==> config.mk <==
export PLATFORM = sky130hd
export DESIGN_NAME = pwm_fault_input_modes
export DESIGN_NICKNAME = d
export VERILOG_FILES = /design/src/pwm_fault_pkg.sv /design/src/fault_input_ctrl.sv /design/src/pwm_fault_input_modes.sv
export VERILOG_INCLUDE_DIRS = /design/src /design/src/src
export SDC_FILE = /design/constraint.sdc
export NUM_CORES = 1
export LEC_CHECK = 0
export ABC_AREA = 1
export BUFFER_PORTS_ARGS = -buffer_cell sky130_fd_sc_hd__buf_2
export CAP_MARGIN = 10
export CORE_MARGIN = 5
export CORE_UTILIZATION = 45
export CTS_BUF_LIST = sky130_fd_sc_hd__clkbuf_4
export CTS_CLUSTER_SIZE = 14
export DETAILED_ROUTE_END_ITERATION = 7
export MAX_ROUTING_LAYER = met4
export PLACE_DENSITY = 0.81
export RECOVER_POWER = 50
export SETUP_SLACK_MARGIN = 0.05
export SLEW_MARGIN = 20
export SYNTH_ARGS = -nofsm -noshare
export SYNTH_HDL_FRONTEND = slang
export SYNTH_HIERARCHICAL = 1
export SYNTH_SLANG_ARGS = --single-unit
==> constraint.sdc <==
create_clock -name i_sys_clk -period 9 [get_ports i_sys_clk]
set_clock_uncertainty 0.2 [all_clocks]
set_input_delay 1.35 -clock i_sys_clk [delete_from_list [all_inputs] [get_ports i_sys_clk]]
set_output_delay 1.35 -clock i_sys_clk [all_outputs]
set_load 0.005 [all_outputs]
==> src/pwm_fault_map.svh <==
// Notes on behaviour
// - Per-input select picks ten responses, zero ignores
// - Mode 1: output off, opposite dead, hold
// - Mode 1 acts in own phases, resumes opposite
// - Mode 2: run opposite cycle, then wait
// - Modes 2,3 act only in own phases
// - Mode 3: repeat opposite cycle while active
// - Mode 4: both outputs off, timing unchanged
// - Mode 5: both off, dead times alternate
// - Mode 6: like mode 5, counter held
// - Mode 7: halt until restart, rehalt if high
// - Restart after mode 7 begins at dead A
// - Mode 8: edge during on, jump opposite dead
// - Mode 9: edge blanks rest of on time
// - Mode 10: off while active, finish on time
// - Input ignored unless its enable bit set
// - Phases: dead A, on A, dead B, on B
`ifndef PWM_FAULT_MAP_SVH
`define PWM_FAULT_MAP_SVH

`define FR_NONE        4'h0
`define FR_JUMP_WAIT   4'h1
`define FR_EXEC_WAIT   4'h2
`define FR_EXEC_REPEAT 4'h3
`define FR_ALL_OFF     4'h4
`define FR_ALL_DEAD    4'h5
`define FR_ALL_JUMP    4'h6
`define FR_ALL_HALT    4'h7
`define FR_EDGE_JUMP   4'h8
`define FR_EDGE_BLANK  4'h9
`define FR_LEVEL_OFF   4'hA
`define FR_LAST        4'hA

`define SIDE_A         1'b0
`define SIDE_B         1'b1
`define CNT_W_DEFAULT  12

`endif

==> src/pwm_fault_pkg.sv <==
package pwm_fault_pkg;

   typedef enum logic [1:0] {
      DEAD_PHASE_A,
      ON_PHASE_A,
      DEAD_PHASE_B,
      ON_PHASE_B
   } phase_t;

   typedef logic [3:0] fault_response_t;

   function automatic phase_t next_phase(input phase_t p);
      unique case (p)
         DEAD_PHASE_A: next_phase = ON_PHASE_A;
         ON_PHASE_A:   next_phase = DEAD_PHASE_B;
         DEAD_PHASE_B: next_phase = ON_PHASE_B;
         ON_PHASE_B:   next_phase = DEAD_PHASE_A;
      endcase
   endfunction

   function automatic phase_t dead_of(input logic side);
      dead_of = side ? DEAD_PHASE_B : DEAD_PHASE_A;
   endfunction

   function automatic phase_t on_of(input logic side);
      on_of = side ? ON_PHASE_B : ON_PHASE_A;
   endfunction

   function automatic logic is_on(input phase_t p);
      is_on = (p == ON_PHASE_A) || (p == ON_PHASE_B);
   endfunction

endpackage

==> src/fault_input_ctrl.sv <==
`timescale 1ns/1ps
`include "pwm_fault_map.svh"

module fault_input_ctrl
   import pwm_fault_pkg::*;
(
   // Clock and reset
   input  wire logic            i_sys_clk,
   input  wire logic            i_srst,
   // Event input and its control
   input  wire logic            i_fault,
   input  wire logic            i_fault_input_enable,
   input  wire fault_response_t i_fault_response_select,
   // Qualified event
   output logic                 o_active,
   output logic                 o_rise,
   output fault_response_t      o_mode
);

   logic prev_reg;
   logic prev_next;

   always_comb begin
      prev_next = o_active;
   end

   always_ff @(posedge i_sys_clk) begin
      if (i_srst) begin
         prev_reg <= 1'b0;
      end else begin
         prev_reg <= prev_next;
      end
   end

   assign o_active = i_fault & i_fault_input_enable;
   assign o_rise   = o_active & ~prev_reg;
   // Reserved codes decode to no response
   assign o_mode   = (i_fault_response_select > `FR_LAST) ? `FR_NONE
                     : i_fault_response_select;

endmodule // fault_input_ctrl

==> src/pwm_fault_input_modes.sv <==
`timescale 1ns/1ps
`include "pwm_fault_map.svh"

module pwm_fault_input_modes
   import pwm_fault_pkg::*;
#(
   parameter int CNT_W = `CNT_W_DEFAULT
) (
   // Clock and reset
   input  wire logic             i_sys_clk,
   input  wire logic             i_srst,
   // Timer control
   input  wire logic             i_run,
   input  wire logic             i_restart,
   input  wire logic [CNT_W-1:0] i_len_dead_a,
   input  wire logic [CNT_W-1:0] i_len_on_a,
   input  wire logic [CNT_W-1:0] i_len_dead_b,
   input  wire logic [CNT_W-1:0] i_len_on_b,
   // Event inputs A and B
   input  wire logic             i_fault_a,
   input  wire logic             i_fault_b,
   input  wire logic             i_fault_input_enable_a,
   input  wire logic             i_fault_input_enable_b,
   input  wire fault_response_t  i_fault_response_select_a,
   input  wire fault_response_t  i_fault_response_select_b,
   // Waveforms and status
   output logic                  o_waveform_out_a,
   output logic                  o_waveform_out_b,
   output phase_t                o_phase,
   output logic [CNT_W-1:0]      o_count,
   output logic                  o_halted
);

   logic            act  [2];
   logic            rise [2];
   fault_response_t mode [2];

   fault_input_ctrl u_in_a (
      .i_sys_clk               (i_sys_clk),
      .i_srst                  (i_srst),
      .i_fault                 (i_fault_a),
      .i_fault_input_enable    (i_fault_input_enable_a),
      .i_fault_response_select (i_fault_response_select_a),
      .o_active                (act[0]),
      .o_rise                  (rise[0]),
      .o_mode                  (mode[0])
   );

   fault_input_ctrl u_in_b (
      .i_sys_clk               (i_sys_clk),
      .i_srst                  (i_srst),
      .i_fault                 (i_fault_b),
      .i_fault_input_enable    (i_fault_input_enable_b),
      .i_fault_response_select (i_fault_response_select_b),
      .o_active                (act[1]),
      .o_rise                  (rise[1]),
      .o_mode                  (mode[1])
   );

   phase_t           phase_reg, phase_next;
   logic [CNT_W-1:0] count_reg, count_next;
   logic             halt_reg,  halt_next;
   logic [1:0]       pend_reg,  pend_next;
   logic [1:0]       blk_reg,   blk_next;
   logic [1:0]       wo_reg,    wo_next;
   logic [CNT_W-1:0] cur_len;
   logic             end_ph;
   logic             g_off, g_dead, g_jump, g_halt;
   logic [1:0]       kill;

   always_comb begin
      unique case (phase_reg)
         DEAD_PHASE_A: cur_len = i_len_dead_a;
         ON_PHASE_A:   cur_len = i_len_on_a;
         DEAD_PHASE_B: cur_len = i_len_dead_b;
         ON_PHASE_B:   cur_len = i_len_on_b;
      endcase
   end

   assign end_ph = (count_reg >= cur_len);

   always_comb begin
      logic   s;
      logic   own;
      phase_t opp_dead;
      s        = `SIDE_A;
      own      = 1'b0;
      opp_dead = DEAD_PHASE_A;
      g_off  = 1'b0;
      g_dead = 1'b0;
      g_jump = 1'b0;
      g_halt = 1'b0;
      kill   = 2'b00;
      pend_next = pend_reg;
      blk_next  = blk_reg;
      halt_next = halt_reg;
      // Normal flow
      if (end_ph) begin
         phase_next = next_phase(phase_reg);
         count_next = '0;
      end else begin
         phase_next = phase_reg;
         count_next = CNT_W'(count_reg + 1'b1);
      end
      for (int i = 0; i < 2; i++) begin
         s        = (i == 1) ? `SIDE_B : `SIDE_A;
         own      = (phase_reg == dead_of(s)) || (phase_reg == on_of(s));
         opp_dead = dead_of(~s);
         g_off  = g_off  | (act[i] & (mode[i] == `FR_ALL_OFF));
         g_dead = g_dead | (act[i] & (mode[i] == `FR_ALL_DEAD));
         g_jump = g_jump | (act[i] & (mode[i] == `FR_ALL_JUMP));
         g_halt = g_halt | (act[i] & (mode[i] == `FR_ALL_HALT));
         unique case (mode[i])
            `FR_JUMP_WAIT: begin
               if (act[i] && own) begin
                  phase_next = opp_dead;
                  count_next = '0;
               end else if (act[i] && phase_reg == opp_dead
                            && count_reg == '0) begin
                  count_next = '0;
               end
            end
            `FR_EXEC_WAIT, `FR_EXEC_REPEAT: begin
               if (act[i] && own) begin
                  phase_next   = opp_dead;
                  count_next   = '0;
                  pend_next[i] = 1'b1;
               end else if (pend_reg[i] && phase_reg == on_of(~s)
                            && end_ph) begin
                  if (act[i] && mode[i] == `FR_EXEC_WAIT) begin
                     phase_next = phase_reg;
                     count_next = count_reg;
                  end else if (act[i]) begin
                     phase_next = opp_dead;
                  end else begin
                     pend_next[i] = 1'b0;
                  end
               end
            end
            `FR_EDGE_JUMP: begin
               if (rise[i] && phase_reg == on_of(s)) begin
                  phase_next = opp_dead;
                  count_next = '0;
               end
            end
            `FR_EDGE_BLANK: begin
               if (rise[i] && phase_reg == on_of(s)) begin
                  blk_next[i] = 1'b1;
               end
            end
            `FR_LEVEL_OFF: begin
               if (act[i]) begin
                  blk_next[i] = 1'b1;
               end
            end
            default: begin
            end
         endcase
         if (mode[i] != `FR_EXEC_WAIT && mode[i] != `FR_EXEC_REPEAT) begin
            pend_next[i] = 1'b0;
         end
         // Blanking ends with the own on time
         if (blk_reg[i] && (phase_reg != on_of(s) || end_ph)
             && !(act[i] && mode[i] == `FR_LEVEL_OFF)) begin
            blk_next[i] = 1'b0;
         end
         // Blanking also covers the last slot of the on time
         kill[i] = blk_reg[i] | blk_next[i]
                   | (rise[i] & (mode[i] == `FR_EDGE_JUMP))
                   | (act[i] & (mode[i] == `FR_JUMP_WAIT
                   || mode[i] == `FR_EXEC_WAIT
                   || mode[i] == `FR_EXEC_REPEAT));
      end
      // Shared responses
      if (g_dead || g_jump) begin
         if (is_on(phase_reg)) begin
            phase_next = next_phase(phase_reg);
            count_next = '0;
         end else if (end_ph) begin
            phase_next = next_phase(next_phase(phase_reg));
         end else if (g_jump && count_reg == '0) begin
            count_next = '0;
         end
      end
      if (halt_reg) begin
         phase_next = phase_reg;
         count_next = count_reg;
         if (i_restart) begin
            halt_next  = 1'b0;
            phase_next = DEAD_PHASE_A;
            count_next = '0;
         end
      end
      if (g_halt) begin
         halt_next = 1'b1;
      end
      wo_next[0] = (phase_reg == ON_PHASE_A) & ~kill[0];
      wo_next[1] = (phase_reg == ON_PHASE_B) & ~kill[1];
      if (g_off || g_dead || g_jump || g_halt || halt_reg) begin
         wo_next = 2'b00;
      end
      if (!i_run) begin
         phase_next = DEAD_PHASE_A;
         count_next = '0;
         halt_next  = 1'b0;
         pend_next  = 2'b00;
         blk_next   = 2'b00;
         wo_next    = 2'b00;
      end
   end

   always_ff @(posedge i_sys_clk) begin
      if (i_srst) begin
         phase_reg <= DEAD_PHASE_A;
         count_reg <= '0;
         halt_reg  <= 1'b0;
         pend_reg  <= 2'b00;
         blk_reg   <= 2'b00;
         wo_reg    <= 2'b00;
      end else begin
         phase_reg <= phase_next;
         count_reg <= count_next;
         halt_reg  <= halt_next;
         pend_reg  <= pend_next;
         blk_reg   <= blk_next;
         wo_reg    <= wo_next;
      end
   end

   assign o_waveform_out_a = wo_reg[0];
   assign o_waveform_out_b = wo_reg[1];
   assign o_phase          = phase_reg;
   assign o_count          = count_reg;
   assign o_halted         = halt_reg;

   halt_set_a: assert property (@(posedge i_sys_clk) disable iff (i_srst)
      (i_run && g_halt) |=> (o_halted && !o_waveform_out_a
                             && !o_waveform_out_b))
      else $error("halt response did not stop the timer");

   restart_dta_a: assert property (@(posedge i_sys_clk) disable iff (i_srst)
      (i_run && halt_reg && i_restart) |=> (o_phase == DEAD_PHASE_A
                                            && o_count == '0))
      else $error("restart did not begin at dead phase A");

   all_off_a: assert property (@(posedge i_sys_clk) disable iff (i_srst)
      g_off |=> (!o_waveform_out_a && !o_waveform_out_b))
      else $error("outputs active during all-off response");

   seq_order_a: assert property (@(posedge i_sys_clk) disable iff (i_srst)
      (i_run && !halt_reg && end_ph && !act[0] && !act[1]
       && pend_reg == 2'b00)
      |=> (o_phase == next_phase($past(phase_reg))))
      else $error("phase sequence broken");

   jump_wait_a: assert property (@(posedge i_sys_clk) disable iff (i_srst)
      (i_run && !halt_reg && mode[0] == `FR_JUMP_WAIT && act[0]
       && !act[1]
       && (phase_reg == DEAD_PHASE_A || phase_reg == ON_PHASE_A))
      |=> (o_phase == DEAD_PHASE_B && o_count == '0) ##1
          (!act[0] || o_count == '0))
      else $error("jump-and-wait response wrong");

   edge_blank_a: assert property (@(posedge i_sys_clk) disable iff (i_srst)
      (mode[0] == `FR_EDGE_BLANK && rise[0] && phase_reg == ON_PHASE_A)
      |=> !o_waveform_out_a)
      else $error("edge did not blank output A");

   level_off_a: assert property (@(posedge i_sys_clk) disable iff (i_srst)
      (mode[1] == `FR_LEVEL_OFF && act[1]) |=> !o_waveform_out_b)
      else $error("output B on during active level");

   reserved_a: assert property (@(posedge i_sys_clk) disable iff (i_srst)
      (i_fault_response_select_a > `FR_LAST) |-> (mode[0] == `FR_NONE))
      else $error("reserved code not treated as none");

   disabled_a: assert property (@(posedge i_sys_clk) disable iff (i_srst)
      (!i_fault_input_enable_b) |-> (!act[1] && !rise[1]))
      else $error("disabled input took effect");

endmodule // pwm_fault_input_modes

==> qor.yml, run 1 <==
synth:
  synthesis.area_mm2: 0.00290
  synth_area_leaders: "nand2_1 21%, dfxtp_1 16%, ha_1 8.2%"
  ys_types: 47
  avgSynthCellArea_um2: 5.81
  syn_nets: 583
  synth_edf_count: 0
  synth_largest_area_cell: "nand2_1"
  async_flop_share: 0
  syn_inst: 500
  yosys_most_used_dff: "dfxtp_1"
  synth_seq_area_share: 0.159
  ys_warn_count: 6
  synth_top_area_share: 0.207
  ys_ff_latch: 23
route:
  drc: 0
  dr.first_iter.drc_count: 250
  first_pass_iters: 5
  avgViaCountPerCell: 5.50
  vias: 3575
  totalWireLength_um: 9570
  drt-wirelength-per-cell_um: 14.7
  antenna_left: 0
grt:
  met2_usage: 0.400
  grt_overflow: 0
  grt_usage: 0.230
  grtUsageMet3: 0.0358
  grt_max_degree: 24
  grt_first_pass_wirelength_um: 15500
  use_met1: 0.275
  grt_most_used_layer: "met2"
  first_global_vias: 3357
  antenna_found_initial: 0
pwr:
  pwr-share-seq: 0.440
  p_switching_mw: 0.0852
  switching_share: 0.362
  powerDensity_mw_per_mm2: 70.0
  power_frac_comb: 0.301
  vdd_drop_max_uv: 57.3
  clkPwrFrac: 0.259
  p_total_mw: 0.236
  leakage_nw: 1.61
  internal_power_mw: 0.150
critical_path:
  arrival_ns: 3.96
  critPathCaptureType: "flop"
  rrSetupSlack_ns: 5.10
  start_kind: "flop"
  crit_type: "reg2reg"
  timing.critical_path.required_ns: 9.06
  path_max_fanout: 23
clocking:
  numCtsBuffers: 3
  postCtsSetupBuffers: 0
  clock_latency_ns: 0.33
  cts_tree: "built"
  clk_pin_slew_ns: 0.16
  cts_root_buffer: "clkbuf_4"
  clockBufferDepth: 2
  clkSinkCount: 23
  holdBufCountCts: 0
  htreeDepth: 1
  cts-resized-gates: 0
placed_design:
  place_inst: 646
  dp_hpwl_um: 7470
  numPortBuffers: 80
  gp_congestion: 0.966
  postPlaceCellArea_mm2: 0.00335
  dp_slack_ns: 5.03
sta:
  hold_viol: 0
  post-route-period-util: 0.433
  finalWorstPathRequiredPeriod_ns: 3.90
  drv_slew: 0
  fmax_mhz: 256
  worst_slack_ns: 5.10
  finalSetupViolCount: 0
  slew_headroom: 0.439
  rsz0062_at_grt: "no"
  tns_ns: 0
  worst_slew_pin_slew_ns: 0.842
  whs_ns: 0.277
floorplan:
  fp.dieW_um: 90.3
  io_pins: 81
  die_area_mm2: 0.00816
  rows: 29
  initial_utilization: 0.460
  coreArea_mm2: 0.00631
  die_y_um: 90.3
outcome:
  status: "complete, no violations"
job:
  maxCapViolCount: 0
finish:
  diodes: 0
  num-fill-cells: 683
  largest_reg_flops: 12
  fin_nets: 657
  fin_area_mm2: 0.00336
  drive_above_1_share: 0.192
  syn_to_final_growth_pct: 15.9
  final_cell_count_no_fill: 650
  fin_util: 0.533
min_path:
  hold_class: "reg2reg"
area by class of cell:
| cell class | count | area, µm² | area share |
|---|---|---|---|
| clock buffer | 4 | 30.0 | 0.00893 |
| timing repair buffer | 80 | 389 | 0.116 |
| inverter | 71 | 267 | 0.0792 |
| sequential | 23 | 460 | 0.137 |
| tap | 77 | 96.3 | 0.0286 |
| multi-input combinational | 395 | 2120 | 0.631 |
final timing paths:
kind	startpoint	endpoint	cells after the start
hold reg to reg	blk_reg[0]	blk_reg[0]	1
setup / recovery	o_phase[0]	o_count[0]	17
setup reg to reg	o_phase[0]	o_count[0]	17
hold / removal	blk_reg[0]	blk_reg[0]	1
cells in the mapped netlist (2+ instances only):
cell	instances
nand3_4	2
inv_1	61
nor2_2	5
a21oi_1	25
nor2_1	41
ha_1	19
nand2_1	160
clkbuf_1	7
nor3_4	2
dfxtp_1	23
inv_2	9
a311oi_1	2
o22ai_1	14
a22oi_1	2
a21oi_2	5
o21ai_0	18
xor2_1	3
a22o_1	11
nand4_1	7
a31oi_1	4
o21ai_1	12
nor3_1	6
o211ai_1	2
nand3_1	31
nand2_2	5
nor3_2	3
cells in the final DEF, fill, tap and decap left out, types with 2 or more instances in the layout:
master	n
buf_2	71
a21oi_1	25
nor2_2	6
nand2_2	5
nand3_1	31
o22ai_1	14
ha_1	19
inv_1	61
o21ai_1	12
clkbuf_4	4
clkbuf_1	9
nor2_1	40
xor2_1	3
nor3_1	7
nor3_4	2
a31oi_1	4
dfxtp_1	23
a311oi_1	2
o211ai_1	2
a22o_1	11
a21oi_2	5
nand3_4	2
o21ai_0	18
a22oi_1	2
nand4_1	7
nand2_1	160
inv_2	9
nor3_2	2
power groups by stage:
stage / Sequential (mW) / Clock (mW) / Combinational, mW
global placement: 0.106 / 0 / 0.0680
finish: 0.104 / 0.0611 / 0.0709
floorplan: 0.106 / 0 / 0.0438
global route: 0.104 / 0.0644 / 0.0797
detailed placement: 0.106 / 0 / 0.0697
CTS: 0.104 / 0.0601 / 0.0700
cells by family after synthesis:
family / share of synthesized area
AOI/OAI and AO/OA: 0.227
adders and majority gates: 0.0819
and+or+nand+nor: 0.411
DFF: 0.159
xor gates and xnor gates: 0.0121
buffers and inverters: 0.109
worst max-delay path, cell delays in order, from the launching register on:
cell and delay (ns):
dfxtp_1 0.53, inv_1 0.16, ha_1 0.30, inv_1 0.47, nand2_1 0.11, o22ai_1 0.17
ha_1 0.27, a21oi_1 0.18, nor2_1 0.08, nor2_2 0.17, nand2_4 0.17, nand4_1 0.18
nand2_1 0.14, nand2_2 0.22, nand2_1 0.13, o21ai_1 0.15, nand3_1 0.09, a21oi_1 0.12
layer usage:
| metal | vias up | wire (µm) |
|---|---|---|
| met4 | 0 | 149 |
| met2 | 164 | 4690 |
| li1 | 1813 | - |
| met1 | 1582 | 3970 |
| met5 | - | 0 |
| met3 | 16 | 758 |
Power figures use the tool's default switching activity.
==> run 2: changes to the inputs <==
- clock period: 9 -> 3.8 ns (I/O delays scaled with it)
==> qor.yml, run 2 (synthesized netlist as in run 1, its figures left out) <==
clocking:
  cts_root_buffer: "clkbuf_4"
  clock_latency_ns: 0.33
  htreeDepth: 1
  clk_pin_slew_ns: 0.15
  cts_tree: "built"
  numCtsBuffers: 3
  clockBufferDepth: 2
  clkSinkCount: 23
finish:
  fin_nets: 665
  mostFrequentLayoutCell: "nand2_1"
  fin_util: 0.546
  final_cell_count_no_fill: 658
  drive_above_1_share: 0.210
  num-fill-cells: 661
  diodes: 0
  largest_reg_flops: 12
  final_cell_mix: "160 x nand2_1, 68 x buf_2, 60 x inv_1"
  syn_to_final_growth_pct: 18.7
route:
  drt-wirelength-per-cell_um: 14.5
  drc: 0
  first_pass_iters: 5
  vias: 3672
  avgViaCountPerCell: 5.58
  totalWireLength_um: 9530
  antenna_left: 0
  dr.first_iter.drc_count: 311
sta:
  finalWorstPathRequiredPeriod_ns: 3.47
  tns_ns: 0
  hold_viol: 0
  post-route-period-util: 0.914
  rsz0062_at_grt: "no"
  worst_slew_pin_slew_ns: 0.714
  finalSetupViolCount: 0
  slew_headroom: 0.524
  fmax_mhz: 288
  drv_slew: 0
critical_path:
  critPathCaptureType: "flop"
  arrival_ns: 3.52
  timing.critical_path.required_ns: 3.85
  crit_type: "reg2reg"
  start_kind: "flop"
  path_max_fanout: 17
pwr:
  p_total_mw: 0.550
  internal_power_mw: 0.356
  power_frac_comb: 0.307
  pwr-share-seq: 0.446
  switching_share: 0.352
  clkPwrFrac: 0.248
  powerDensity_mw_per_mm2: 160
  vdd_drop_max_uv: 150
  p_switching_mw: 0.193
  leakage_nw: 1.64
placed_design:
  gp_congestion: 1.01
  dp_hpwl_um: 7560
  place_inst: 651
  numPortBuffers: 80
outcome:
  status: "complete, no violations"
floorplan:
  initial_utilization: 0.460
  rows: 29
  die_y_um: 90.3
  die_area_mm2: 0.00816
  fp.dieW_um: 90.3
  io_pins: 81
  coreArea_mm2: 0.00631
grt:
  grt_overflow: 0
  grt_first_pass_wirelength_um: 15700
  grt_usage: 0.232
  grtUsageMet3: 0.0375
  use_met1: 0.286
  antenna_found_initial: 0
  grt_max_degree: 20
  grt_most_used_layer: "met2"
  first_global_vias: 3372
  met2_usage: 0.398
min_path:
  hold_class: "in2reg"
job:
  maxCapViolCount: 0
run 2: layout make-up:
class / instances / area (µm²) / share of cell area
flip-flops and latches: 23 / 465 / 0.135
clock buffers: 4 / 30.0 / 0.00871
multi-input cells: 395 / 2140 / 0.622
well taps: 77 / 96.3 / 0.0280
inverters: 71 / 267 / 0.0773
repair buffers: 88 / 445 / 0.129
run 2: power by group through the flow:
stage / logic, mW / registers [mW] / clock network, mW
after floorplan: 0.104 / 0.250 / 0
after global placement: 0.162 / 0.251 / 0
after detailed placement: 0.165 / 0.251 / 0
after CTS: 0.166 / 0.246 / 0.141
after global routing: 0.190 / 0.245 / 0.149
final: 0.169 / 0.245 / 0.136
run 2: path summary, 6_finish.rpt:
kind | to | cells past startpoint | slack, ns | startpoint
worst max-delay path | o_count[2] | 22 | 0.33 | o_phase[0]
worst max register to register | o_count[2] | 22 | 0.33 | o_phase[0]
worst min register to register | blk_reg[0] | 1 | 0.28 | blk_reg[0]
worst min-delay path | u_in_b/prev_reg | 2 | 0.21 | i_srst
run 2: repair_timing:
action / CTS / global route
hold buffers: 0 / 0
endpoints found under the setup margin: 0 / 14
setup buffers: 0 / 3
gates resized for setup: 0 / 8
run 2: through the flow:
step / worst slack, ns / instance area (µm²) / hold WS (ns)
final: 0.328 / 3450 / 0.212
after global routing: 0.0813 / 3450 / 0.209
after CTS: 0.0762 / 3420 / 0.201
after detailed placement: 0.0978 / 3390 / 0.261
after global placement: 0.217 / 3390 / 0.247
after floorplan: 0.529 / 2900 / 0.234
run 2: worst max-delay path, stage by stage (launching register included):
cell and delay, ns:
dfxtp_4 0.42, inv_1 0.10, ha_1 0.28, inv_2 0.14, buf_4 0.18, nand2_1 0.06
o22ai_1 0.13, ha_1 0.27, nand2_1 0.11, nor2_2 0.06, nand2_2 0.07, nor2_1 0.05
nor2_2 0.17, nand2_4 0.17, nand3_4 0.13, nand2_1 0.11, nand2_1 0.17, nand2_1 0.11
o22ai_1 0.15, nand2_1 0.07, nand2_1 0.06, nand2_1 0.05, a21oi_1 0.12
run 2: layer usage:
metal / up-vias / wire length [µm]
met5: - / 0
li1: 1830 / -
met2: 187 / 4600
met1: 1639 / 3950
met3: 16 / 851
met4: 0 / 129
==> run 3: changes to the inputs <==
--- a/constraint.sdc
+++ b/constraint.sdc
@@ -4,2 +4,2 @@
 set_output_delay 0.57 -clock i_sys_clk [all_outputs]
-set_load 0.005 [all_outputs]
+set_load 0.05 [all_outputs]
==> qor.yml, run 3 (synthesized netlist as in run 1, its figures left out) <==
finish:
  num-fill-cells: 662
  fin_nets: 665
  diodes: 0
  drive_above_1_share: 0.200
  ff_latch_area_um2: 465
  final_cell_mix: "160 x nand2_1, 62 x buf_2, 60 x inv_1"
  largest_reg_flops: 12
  multi_input_area_mm2: 0.00214
  fin_util: 0.545
  syn_to_final_growth_pct: 18.4
  mostFrequentLayoutCell: "nand2_1"
placed_design:
  gp_congestion: 1.01
  numPortBuffers: 80
  dp_hpwl_um: 7560
route:
  first_pass_iters: 5
  drc: 0
  avgViaCountPerCell: 5.60
  vias: 3685
  dr.first_iter.drc_count: 292
  totalWireLength_um: 9510
  antenna_left: 0
  drt-wirelength-per-cell_um: 14.5
grt:
  grt_max_degree: 20
  grt_usage: 0.232
  grt_first_pass_wirelength_um: 15700
  grt_overflow: 0
  first_global_vias: 3372
  antenna_found_initial: 0
pwr:
  leakage_nw: 1.61
  switching_share: 0.356
  p_switching_mw: 0.197
  powerDensity_mw_per_mm2: 161
  p_total_mw: 0.553
  power_frac_comb: 0.312
  vdd_drop_max_uv: 150
  clkPwrFrac: 0.245
  pwr-share-seq: 0.443
  internal_power_mw: 0.356
job:
  maxCapViolCount: 0
sta:
  finalWorstPathRequiredPeriod_ns: 3.48
  tns_ns: 0
  fmax_mhz: 288
  slew_headroom: 0.500
  hold_viol: 0
  post-route-period-util: 0.915
  finalSetupViolCount: 0
  worst_slew_pin_slew_ns: 0.749
  rsz0062_at_grt: "no"
  drv_slew: 0
critical_path:
  cpMostUsedCell: "nand2_1"
  crit_type: "reg2reg"
  start_kind: "flop"
  critPathCaptureType: "flop"
  timing.rr.start: "o_phase[0]"
  arrival_ns: 3.54
  r2r-end: "o_count[10]"
  reg2regPathDepth: 20
  cp_cell_sequence: "inv_1, ha_1, inv_2, buf_4, nand2_1, o22ai_1, ha_1, nand2_1, nor2_2, nand2_2, nor2_2, nand2_2, nand2_4, nand3_4, nor3_4, buf_4, inv_2, o211ai_2, nand2_1, a21oi_2"
  path_max_fanout: 17
  timing.critical_path.required_ns: 3.86
  critPathMaxStageDelay_ns: 0.40
  critPathSlowestCell: "dfxtp_4"
  rrSetupSlack_ns: 0.32
  crit_buf_inv: 5
  cpLargestDelayFamily: "simple AND/OR/NAND/NOR gates"
floorplan:
  io_pins: 81
  fp.dieW_um: 90.3
  initial_utilization: 0.460
  coreArea_mm2: 0.00631
  die_y_um: 90.3
  die_area_mm2: 0.00816
  rows: 29
clocking:
  holdBufCountCts: 0
  cts_tree: "built"
  htreeDepth: 1
  clk_pin_slew_ns: 0.15
  numCtsBuffers: 3
  cts_root_buffer: "clkbuf_4"
  clockBufferDepth: 2
  clock_latency_ns: 0.32
  clkSinkCount: 23
min_path:
  min_to: "u_in_b/prev_reg"
  min_from: "i_srst"
  whs_path_depth: 2
  hold_class: "in2reg"
outcome:
  status: "complete, no violations"
run 3: cell types whose count changed in the layout (fill, tap and decap cells not counted), sizes merged:
cell    previous run  this run
buf               76        70
clkbuf            16        22
run 3: routing by layer:
metal	part of all wire	vias to the layer above	GRT usage
met4	0.015	0	0.0521
met5	0	-	-
met3	0.083	18	0.0375
met2	0.48	177	0.398
li1	-	1829	-
met1	0.42	1661	0.286
run 3: how the worst max path moves through the flow:
stage	start	endpoint	slack [ns]	cells past startpoint
after floorplan	o_phase[0]	o_count[0]	0.17	20
after global placement	o_phase[1]	o_count[5]	0.22	18
after detailed placement	o_phase[0]	o_count[10]	0.1	17
after CTS	o_phase[0]	o_count[10]	0.08	17
after global routing	o_phase[0]	o_count[0]	0.08	20
final	o_phase[0]	o_count[10]	0.32	20
run 3: worst reg2reg max path: cells and delay by family, from the launching register on:
family                     cells  cell delay (ns)
and+or+nand+nor               10             1.24
buffers and inverters          5             0.69
adders and majority gates      2             0.57
DFF                            1             0.40
AOI/OAI and AO/OA              3             0.31
run 3: repair_timing:
| item | CTS | global route |
|---|---|---|
| gates resized for setup | 0 | 8 |
| endpoints found under the setup margin | 0 | 14 |
| setup buffers | 0 | 3 |
run 3: power by group through the flow:
stage / Combinational (mW) / Sequential (mW) / Clock [mW]
detailed placement: 0.169 / 0.251 / 0
CTS: 0.170 / 0.246 / 0.141
finish: 0.173 / 0.245 / 0.136
global placement: 0.166 / 0.251 / 0
floorplan: 0.104 / 0.254 / 0
global route: 0.194 / 0.245 / 0.149
run 3: area by class of cell:
type	instances	share of cell area
Clock buffer	4	0.00873
Timing Repair Buffer	88	0.127
Tap cell	77	0.0280
Inverter	71	0.0775
Multi-Input combinational cell	395	0.623
Sequential cell	23	0.135
run 3: through the flow:
step / worst slack, ns / hold slack (ns) / std cells / instance area, µm²
2_1_floorplan: 0.169 / 0.234 / 500 / 2900
3_3_place_gp: 0.217 / 0.247 / 651 / 3390
3_5_place_dp: 0.0978 / 0.261 / 651 / 3390
4_1_cts: 0.0762 / 0.201 / 655 / 3420
5_1_grt: 0.0797 / 0.209 / 658 / 3440
6_report: 0.324 / 0.210 / 658 / 3440
